## src/rocl_map.svh

```systemverilog
`ifndef ROCL_MAP_SVH
`define ROCL_MAP_SVH
// ****************************************
// counting and timing constants
// ****************************************
`define ROCL_CNT_W 4
`define ROCL_ARM_CYCLES 4'h4
`define ROCL_LAST_CYCLE 4'h8
`define ROCL_MASK_PCT 75
`define ROCL_DECISION_US 80
`define ROCL_CLK_MHZ 125
`define ROCL_DECISION_CLKS (`ROCL_DECISION_US * `ROCL_CLK_MHZ)
`endif

```

## src/rocl_pkg.sv

```systemverilog
package rocl_pkg;
  typedef enum logic [1:0] {
    ROCL_IDLE,
    ROCL_COUNT,
    ROCL_WATCH,
    ROCL_FAULT
  } rocl_state_e;
endpackage

```

## src/rocl_edge.sv

```systemverilog
`timescale 1ns/100ps
`default_nettype none
// ****************************************
// rising edge detector for synchronous strobes
// ****************************************
module rocl_edge (
  input wire logic clk,
  input wire logic arst_n,
  input wire logic level_in,
  output logic rise
);
  logic last_ff;
  always_ff @(posedge clk or negedge arst_n) begin
    if (!arst_n) begin
      last_ff <= 1'b0;
    end else begin
      last_ff <= level_in;
    end
  end
  assign rise = level_in & ~last_ff;
endmodule
`default_nettype wire

```

## src/rocl_latch.sv

```systemverilog
`timescale 1ns/100ps
`default_nettype none
`include "rocl_map.svh"
// Operation
// - the sense comparator is ignored while the ramp is inside the charge-phase mask window (about 75% of swing).
// - an over-current event is registered only when the sense stays high beyond the mask window in an on period.
// - the first event starts a counter that advances once per ramp oscillator cycle.
// - a further event once four cycles are counted forces the drive off in a latched fault.
// - with no event from the end of cycle four through cycle eight the counter clears and the drive keeps running.
// - the fault holds until a main supply power-on reset, the only release.
// - at the lower nominal ramp rate the decision takes about 80 us, i.e. eight counted cycles.
module rocl_latch (
  input wire logic clk,
  input wire logic arst_n,
  input wire logic ramp_cycle_start,
  input wire logic ramp_mask_window,
  input wire logic switch_on,
  input wire logic overcurrent_sense_input,
  output logic switch_drive_output,
  output logic fault_latched,
  output logic event_pulse,
  output logic [`ROCL_CNT_W-1:0] cycle_count
);
  // ****************************************
  // ramp cycle edge
  // ****************************************
  // arst_n is the power-on reset of the main supply; nothing else clears the fault
  logic cyc_rise;

  rocl_edge u_cyc (
    .clk(clk),
    .arst_n(arst_n),
    .level_in(ramp_cycle_start),
    .rise(cyc_rise)
  );

  // ****************************************
  // event qualification
  // ****************************************
  logic qual;
  logic seen_ff;
  logic event_ff;

  // sense during the mask is switching noise, so only sense after it counts
  assign qual = overcurrent_sense_input & switch_on & ~ramp_mask_window;

  // one event per ramp cycle at most; the cycle edge clears before a new sense sets
  always_ff @(posedge clk or negedge arst_n) begin
    if (!arst_n) begin
      seen_ff <= 1'b0;
    end else if (cyc_rise) begin
      seen_ff <= 1'b0;
    end else if (qual) begin
      seen_ff <= 1'b1;
    end
  end
  // a sense that meets the cycle edge is dropped, it belongs to neither cycle cleanly
  always_ff @(posedge clk or negedge arst_n) begin
    if (!arst_n) begin
      event_ff <= 1'b0;
    end else begin
      event_ff <= qual & ~seen_ff & ~cyc_rise;
    end
  end

  assign event_pulse = event_ff;

  // ****************************************
  // latch sequencer
  // ****************************************
  rocl_pkg::rocl_state_e state_ff;
  logic [`ROCL_CNT_W-1:0] cnt_ff;
  logic watch_hit;

  assign watch_hit = (state_ff == rocl_pkg::ROCL_WATCH) && event_ff;

  always_ff @(posedge clk or negedge arst_n) begin
    if (!arst_n) begin
      state_ff <= rocl_pkg::ROCL_IDLE;
    end else begin
      unique case (state_ff)
        rocl_pkg::ROCL_IDLE: begin
          if (event_ff) begin
            state_ff <= rocl_pkg::ROCL_COUNT;
          end
        end
        rocl_pkg::ROCL_COUNT: begin
          // events here are ignored on purpose
          if (cyc_rise && (cnt_ff + 4'h1 == `ROCL_ARM_CYCLES)) begin
            state_ff <= rocl_pkg::ROCL_WATCH;
          end
        end
        rocl_pkg::ROCL_WATCH: begin
          if (event_ff) begin
            state_ff <= rocl_pkg::ROCL_FAULT;
          end else if (cyc_rise && (cnt_ff + 4'h1 == `ROCL_LAST_CYCLE)) begin
            state_ff <= rocl_pkg::ROCL_IDLE;
          end
        end
        rocl_pkg::ROCL_FAULT: begin
          state_ff <= rocl_pkg::ROCL_FAULT;
        end
      endcase
    end
  end

  // ****************************************
  // ramp cycle counter
  // ****************************************
  // steps on ramp edges only, so events can neither restart nor stretch the count
  always_ff @(posedge clk or negedge arst_n) begin
    if (!arst_n) begin
      cnt_ff <= '0;
    end else begin
      unique case (state_ff)
        rocl_pkg::ROCL_IDLE: begin
          cnt_ff <= '0;
        end
        rocl_pkg::ROCL_COUNT: begin
          if (cyc_rise) begin
            cnt_ff <= cnt_ff + 4'h1;
          end
        end
        rocl_pkg::ROCL_WATCH: begin
          if (event_ff) begin
            cnt_ff <= cnt_ff;
          end else if (cyc_rise) begin
            if (cnt_ff + 4'h1 == `ROCL_LAST_CYCLE) begin
              cnt_ff <= '0;
            end else begin
              cnt_ff <= cnt_ff + 4'h1;
            end
          end
        end
        rocl_pkg::ROCL_FAULT: begin
          cnt_ff <= cnt_ff;
        end
      endcase
    end
  end

  assign cycle_count = cnt_ff;

  // ****************************************
  // fault flag
  // ****************************************
  // no clear term on purpose: the user must cycle the main supply to restart
  logic fault_ff;

  always_ff @(posedge clk or negedge arst_n) begin
    if (!arst_n) begin
      fault_ff <= 1'b0;
    end else if (watch_hit) begin
      fault_ff <= 1'b1;
    end
  end

  assign fault_latched = fault_ff;

  // ****************************************
  // drive gating
  // ****************************************
  // gating on the event itself saves a cycle of drive before the flag settles
  logic drive_ff;

  always_ff @(posedge clk or negedge arst_n) begin
    if (!arst_n) begin
      drive_ff <= 1'b0;
    end else begin
      drive_ff <= switch_on & ~fault_ff & ~watch_hit;
    end
  end

  assign switch_drive_output = drive_ff;

  // ****************************************
  // check helper: ramp edges since first event
  // ****************************************
  logic [`ROCL_CNT_W-1:0] edges_ff;

  always_ff @(posedge clk or negedge arst_n) begin
    if (!arst_n) begin
      edges_ff <= '0;
    end else if (state_ff == rocl_pkg::ROCL_IDLE) begin
      edges_ff <= '0;
    end else if (cyc_rise && state_ff != rocl_pkg::ROCL_FAULT) begin
      edges_ff <= edges_ff + 4'h1;
    end
  end

  // ****************************************
  // checks: qualification
  // ****************************************
  a_mask_blocks_event: assert property (
    @(posedge clk) disable iff (!arst_n) ramp_mask_window |=> !event_ff)
    else $error("event raised inside mask");
  a_event_needs_sense: assert property (
    @(posedge clk) disable iff (!arst_n) event_ff |-> $past(overcurrent_sense_input) && $past(switch_on))
    else $error("event without sense");
  a_one_event_cycle: assert property (
    @(posedge clk) disable iff (!arst_n) event_ff |=> !event_ff)
    else $error("event longer than one clock");
  a_edge_drops_event: assert property (
    @(posedge clk) disable iff (!arst_n) cyc_rise |=> !event_ff)
    else $error("event on a cycle edge");

  // ****************************************
  // checks: counting
  // ****************************************
  a_first_event_arms: assert property (
    @(posedge clk) disable iff (!arst_n)
    state_ff == rocl_pkg::ROCL_IDLE && event_ff |=> state_ff == rocl_pkg::ROCL_COUNT && cnt_ff == 4'h0)
    else $error("counter not started");
  a_count_steps: assert property (
    @(posedge clk) disable iff (!arst_n)
    state_ff == rocl_pkg::ROCL_COUNT && cyc_rise |=> cnt_ff == $past(cnt_ff) + 4'h1)
    else $error("count did not step");
  a_no_restart: assert property (
    @(posedge clk) disable iff (!arst_n)
    state_ff == rocl_pkg::ROCL_COUNT && !cyc_rise |=> cnt_ff == $past(cnt_ff))
    else $error("count disturbed");
  a_arm_at_four: assert property (
    @(posedge clk) disable iff (!arst_n) $rose(state_ff == rocl_pkg::ROCL_WATCH) |-> cnt_ff == 4'h4)
    else $error("watch not at four");
  a_decision_window: assert property (
    @(posedge clk) disable iff (!arst_n)
    $rose(fault_ff) |-> edges_ff >= `ROCL_ARM_CYCLES && edges_ff <= `ROCL_LAST_CYCLE)
    else $error("fault outside watch span");
  a_idle_count_zero: assert property (
    @(posedge clk) disable iff (!arst_n) state_ff == rocl_pkg::ROCL_IDLE |-> cnt_ff == 4'h0)
    else $error("count left in idle");
  a_quiet_clears: assert property (
    @(posedge clk) disable iff (!arst_n)
    state_ff == rocl_pkg::ROCL_WATCH && !event_ff && cyc_rise && cnt_ff == 4'h7 |=>
    state_ff == rocl_pkg::ROCL_IDLE && cnt_ff == 4'h0)
    else $error("counter not cleared");
  a_count_bounded: assert property (
    @(posedge clk) disable iff (!arst_n) cnt_ff < `ROCL_LAST_CYCLE)
    else $error("count beyond last cycle");

  // ****************************************
  // checks: latch and drive
  // ****************************************
  a_fault_drive_off: assert property (
    @(posedge clk) disable iff (!arst_n) watch_hit |=> fault_latched ##1 !switch_drive_output)
    else $error("fault not latched");
  a_fault_from_watch: assert property (
    @(posedge clk) disable iff (!arst_n) $rose(fault_ff) |-> $past(watch_hit))
    else $error("fault without watch event");
  a_fault_holds: assert property (
    @(posedge clk) disable iff (!arst_n) fault_latched |=> fault_latched && !switch_drive_output)
    else $error("fault released");
  a_drive_follows: assert property (
    @(posedge clk) disable iff (!arst_n) !fault_ff && !watch_hit |=> switch_drive_output == $past(switch_on))
    else $error("drive not following switch demand");
endmodule
`default_nettype wire

```

## config.mk

```make
export PLATFORM = sky130hd
export DESIGN_NAME = rocl_latch
export DESIGN_NICKNAME = d
export VERILOG_FILES = /design/src/rocl_pkg.sv /design/src/rocl_edge.sv /design/src/rocl_latch.sv
export VERILOG_INCLUDE_DIRS = /design/src
export SDC_FILE = /design/constraint.sdc
export NUM_CORES = 1
export LEC_CHECK = 0
export BUFFER_PORTS_ARGS = -buffer_cell sky130_fd_sc_hd__buf_2
export CAP_MARGIN = 30
export CORE_AREA = 2 2 39 41
export CTS_CLUSTER_SIZE = 40
export DETAILED_ROUTE_END_ITERATION = 16
export DIE_AREA = 0 0 41 43
export PLACE_DENSITY = 0.76
export SLEW_MARGIN = 30
export SYNTH_ARGS = -nofsm -noshare
export SYNTH_HDL_FRONTEND = slang
export SYNTH_SLANG_ARGS = --single-unit
```

## constraint.sdc

```tcl
create_clock -name clk -period 4.7 [get_ports clk]
set_clock_uncertainty 0.05 [all_clocks]
set_input_delay 0.235 -clock clk [delete_from_list [all_inputs] [get_ports clk]]
set_output_delay 0.235 -clock clk [all_outputs]
set_load 0.01 [all_outputs]
```

* After elaboration in Yosys (flattened, before gate mapping)
Index checks and enable logic that the tools add are counted.
** Storage, ports and cells
- Register bits after elaboration :: 11
- Latch bits :: 0
- RAM bits :: 0
- Bits in read-only memories :: 0
- Bits of input ports :: 6
- Output and inout port bits :: 7
- Logic and storage cells :: 52
- Memories :: 0
** Operators by class
- Add/sub/neg operators :: 1
- $mul :: 0
- Divide/modulo/power cells :: 0
- $lt $le $gt $ge :: 0
- Equality and inequality tests :: 11
- Shifts and indexed selects :: 0
- Multiplexer cells :: 12
- Bitwise logic cells :: 14
- Reductions and logical operators :: 7
** Operators by type and width (number)
- $mux W4 :: 4
- $pmux W4 S3 :: 1
- $ne A2 B2 Y1 const B :: 5
- $mux W2 :: 4
- $pmux W2 S4 :: 1
- $and A1 B1 Y1 :: 7
- $not A1 Y1 :: 7
- $add A4 B1 Y4 const B :: 1
- $eq A2 B2 Y1 const B :: 2
- $eq A4 B3 Y1 const B :: 1
- $eq A4 B4 Y1 const B :: 1
- $reduce_and A4 Y1 :: 1
- $logic_and A1 B1 Y1 :: 3
- $ne A3 B2 Y1 const B :: 1
- $reduce_and A3 Y1 :: 1
- $eq A2 B1 Y1 const B :: 1
- $logic_not A2 Y1 :: 1
- $mux W1 :: 2
- $reduce_bool A2 Y1 :: 1

* Longest topological paths before layout
- Depth in word-level cells :: 6
- Gate-level depth with buffers :: 6

* Hierarchy
From an unflattened synthesis, not the netlist that was laid out.
** Unflattened totals
- Cell total of the unflattened synthesis :: 61
- Area total of the unflattened synthesis :: 635.6 um^2
** Modules (own cells, without submodules)
- rocl_latch :: instances 1, cells each 59, area an instance 596.8 um^2
- rocl_edge :: instances 1, cells each 2, area an instance 38.8 um^2

* Worst setup path after synthesis
OpenSTA, ideal clock, no wires.
- Path type :: reg-to-reg
- From :: register state_ff[1]
- To :: register state_ff[0]
- Arrival time :: 1.507 ns
- Setup slack :: 3.063 ns
- Stages on the path, launching flop included :: 7
- Buffers on the path :: 0
- Cells stage by stage :: dfrtp_1 > inv_1 > ha_1 > and3b_1 > o211a_4 > o31ai_4 > mux2i_1
** Between the ends
- Word-level cells in the longest chain between the ends :: 3
- Elaborated cells between the ends (all ways) :: 9
- Those cells by class :: eq/ne: 6; mux: 1; reduce/logical: 2
** Ends and longest elaborated chain
- from (decl) :: line rocl_latch.sv:71 : rocl_pkg::rocl_state_e state_ff;
- from (signal assigned) :: line rocl_latch.sv:79 : state_ff <= rocl_pkg::ROCL_IDLE;
- from (signal assigned) :: line rocl_latch.sv:84 : state_ff <= rocl_pkg::ROCL_COUNT;
- from (signal assigned) :: line rocl_latch.sv:90 : state_ff <= rocl_pkg::ROCL_WATCH;
- $eq A2 B2 Y1 (tied with other cells) :: line rocl_latch.sv:81 : unique case (state_ff)
- $ne A3 B2 Y1 (no source line) or $ne A2 B2 Y1 (tied branches)
- $reduce_and A3 Y1 (no source line)
Several ways; a longest one is shown, not always the timed one.
A chain may end at the register's enable or synchronous reset.

* Worst setup path in the final report
Ends and elaborated chain as after synthesis.

==> impl_metrics.yaml <==
route:
  finalWirelength_um: 1280
  drtPass1Iterations: 2
  drt-wirelength-per-cell_um: 13.1
  drc: 0
  ant_nets: 0
  num_vias: 526
  first_iter_violations: 8
  via_per_inst: 5.37
global_routing:
  grt_pass1_wl_um: 2140
  overflow: 0
  antenna_found_initial: 0
  grt_pass1_vias: 514
  grt_use_total_pct: 18.1
  grt_max_degree: 12
  use_met3_pct: 1.57
  top_usage_layer: "met2"
  met1_usage_pct: 24.8
  use_met2_pct: 27.8
floorplan:
  coreArea_sq_mm: 0.00138
  io_pins: 13
  die_area_sq_mm: 0.00176
  die-width_um: 41
  num_rows: 14
  initial_utilization_pct: 50.1
  die_y_um: 43
yosys:
  synth_top_area_share_pct: 39.7
  synth_most_common_cell: "dfrtp_1"
  synth_area_leaders: "dfrtp_1, ha_1, nor2b_1, o21a_1, o31ai_4"
  synthesis.nets: 77
  synth_cell_types: 29
  ys_dominant_reg_cell: "dfrtp_1"
  synth_edf_count: 0
  syn_area_sq_um: 693
  synth_top_area_cell: "dfrtp_1"
  synthCells: 65
  syn_avg_cell_area_sq_um: 10.7
  synth_common_cells: "dfrtp_1, ha_1, inv_1"
  synth-async-reset-ratio_pct: 100
  yosysWarnings: 0
  synth_seq_cells: 11
  ys_seq_area_share_pct: 39.7
cells_and_area:
  multi_input_area_sq_um: 399
  drive_above_1_share_pct: 24.4
  n_antenna_cell: 0
  fillers: 115
  stdcell_area_sq_um: 810
  area_growth_pct: 16.8
  fin_nets: 95
  register_area_sq_um: 275
worst_setup_path:
  ff2ff_path_depth: 6
  cp.arrival_ns: 1.96
  critPathSlowestCell: "dfrtp_1"
  worstPathMaxFanout: 6
  r2r_slack_ns: 2.87
  cp.required_ns: 4.83
  worst_setup_path_start_kind: "flop"
  cp-end-kind: "flop"
  cp_cell_sequence: "inv_1, ha_1, and3b_1, o211a_4, o31ai_4, mux2i_1"
  crit_family: "compound AO/OA/AOI/OAI gates"
  reg2reg_from: "state_ff[1]"
  r2r_end: "state_ff[0]"
  max_stage_delay_ns: 0.42
  crit_type: "flop to flop"
  crit_buf_inv: 1
sta:
  hold_viol_final: 0
  slew_headroom_pct: 73.6
  fin_ws_ns: 2.87
  period_minus_slack_ns: 1.83
  drv_slew: 0
  timing.final.crit_share_pct: 38.9
  fmax_mhz: 547
  tns_ns: 0
  tightest_slew_ns: 0.393
  rsz0062_at_grt: "false"
  whs_ns: 0.0516
  setup_viol: 0
pwr:
  vdd_drop_max_mv: 0.124
  p_leak_nw: 0.418
  power.density_mw_per_mm2: 210
clock_tree:
  clockBufferDepth: 2
  insertion_delay_ns: 0.26
  path_clk_slew_ns: 0.07
  cts_tree: "yes"
  cts.sinks: 11
  cts_root_buffer: "clkbuf_4"
  cts_buffers: 3
  htree_levels: 1
worst_hold_path:
  min_to: "u_cyc.last_ff"
  whs_path_depth: 1
  min_from: "ramp_cycle_start"
  hold_class: "input pin to flop"
placed_design:
  hpwlAfterDp_um: 1010
  dp_slack_ns: 2.89
  gp_congestion: 0.780
  port_buffers: 12
  post_dp_cell_area_sq_um: 773
status:
  outcome: "completed"
flow_run:
  maxCapViolCount: 0
-- cell usage in the layout (no fill, tap or decap) --
| cell type | count |
|---|---|
| o221ai_1 | 1 |
| a21boi_0 | 1 |
| a21oi_1 | 2 |
| nor4_1 | 1 |
| o2bb2ai_1 | 1 |
| inv_1 | 5 |
| dlygate4sd3_1 | 1 |
| a2bb2oi_1 | 1 |
| o21a_1 | 3 |
| o2111ai_1 | 1 |
| nor2_1 | 4 |
| a21o_1 | 1 |
| nand2b_1 | 3 |
| nand2_1 | 2 |
| buf_2 | 12 |
| and4bb_2 | 1 |
| nor2b_1 | 4 |
| and2_1 | 1 |
| mux2_2 | 1 |
| o311ai_1 | 1 |
| clkbuf_4 | 3 |
| nor4_2 | 1 |
| ha_1 | 6 |
| and3_1 | 1 |
| clkbuf_1 | 1 |
| o21ai_0 | 3 |
| dfrtp_1 | 11 |
| nand3_1 | 1 |
| o211a_4 | 1 |
| o211ai_1 | 2 |
| mux2i_1 | 2 |
| and3b_1 | 2 |
| o31ai_4 | 1 |
-- cells by family (layout without fill, tap and decap cells) --
family,Yosys count,after routing,share of synthesized area (%)
AO/OA/AOI/OAI,19,19,23.1
buffers and inverters,5,22,2.71
AND/OR/NAND/NOR,21,21,19.1
flip-flops,11,11,39.7
adder cells (fa/ha/maj),6,6,10.8
multiplexers,3,3,4.51
-- how the worst max path moves through the flow --
stage	start	to	cells past startpoint
floorplan	state_ff[1]	state_ff[0]	6
detailed placement	state_ff[1]	state_ff[0]	6
CTS	state_ff[1]	state_ff[0]	6
finish	state_ff[1]	state_ff[0]	6
global route	state_ff[1]	state_ff[0]	6
global placement	state_ff[1]	state_ff[0]	6
-- where the power goes --
group / leakage [nW] / internal [W] / switching [W]
Combinational: 0.271 / 0.00000426 / 0.00000544
Clock: 0.0150 / 0.0000328 / 0.0000296
Sequential: 0.132 / 0.0000967 / 0.00000126
-- layout make-up --
class / count / area share, %
multi-input cells: 49 / 49.3
flip-flops and latches: 11 / 34.0
repair buffers: 13 / 8.66
clock buffers: 4 / 3.25
well taps: 16 / 2.47
inverters: 5 / 2.32
-- state kept, by name, summed over array words and instances, names as in the netlist --
register / flops
fault_latched: 1
event_pulse: 1
seen_ff: 1
u_cyc.last_ff: 1
switch_drive_output: 1
state_ff: 2
cycle_count: 4
-- routing by layer --
| layer | share of wire (%) | wire (um) |
|---|---|---|
| met4 | 0.78 | 10 |
| met3 | 2.7 | 35 |
| met5 | 0 | 0 |
| met2 | 48 | 610 |
| met1 | 49 | 626 |
-- metrics by stage --
step | total power, W | util [%] | cells
floorplan | 0.000103 | - | 65
global placement | 0.000109 | 55.9 | 93
detailed placement | 0.000109 | 55.9 | 93
CTS | 0.000172 | 58.5 | 98
global route | 0.000178 | 58.5 | 98
finish | 0.000170 | 58.5 | 98
-- repair_timing --
item                                   CTS  global route
endpoints found under the hold margin   11             0
gates resized for setup                  0             0
setup buffers                            0             0
hold buffers                             1             0
setup endpoints to repair                0             0
Power figures use the tool's default switching activity.
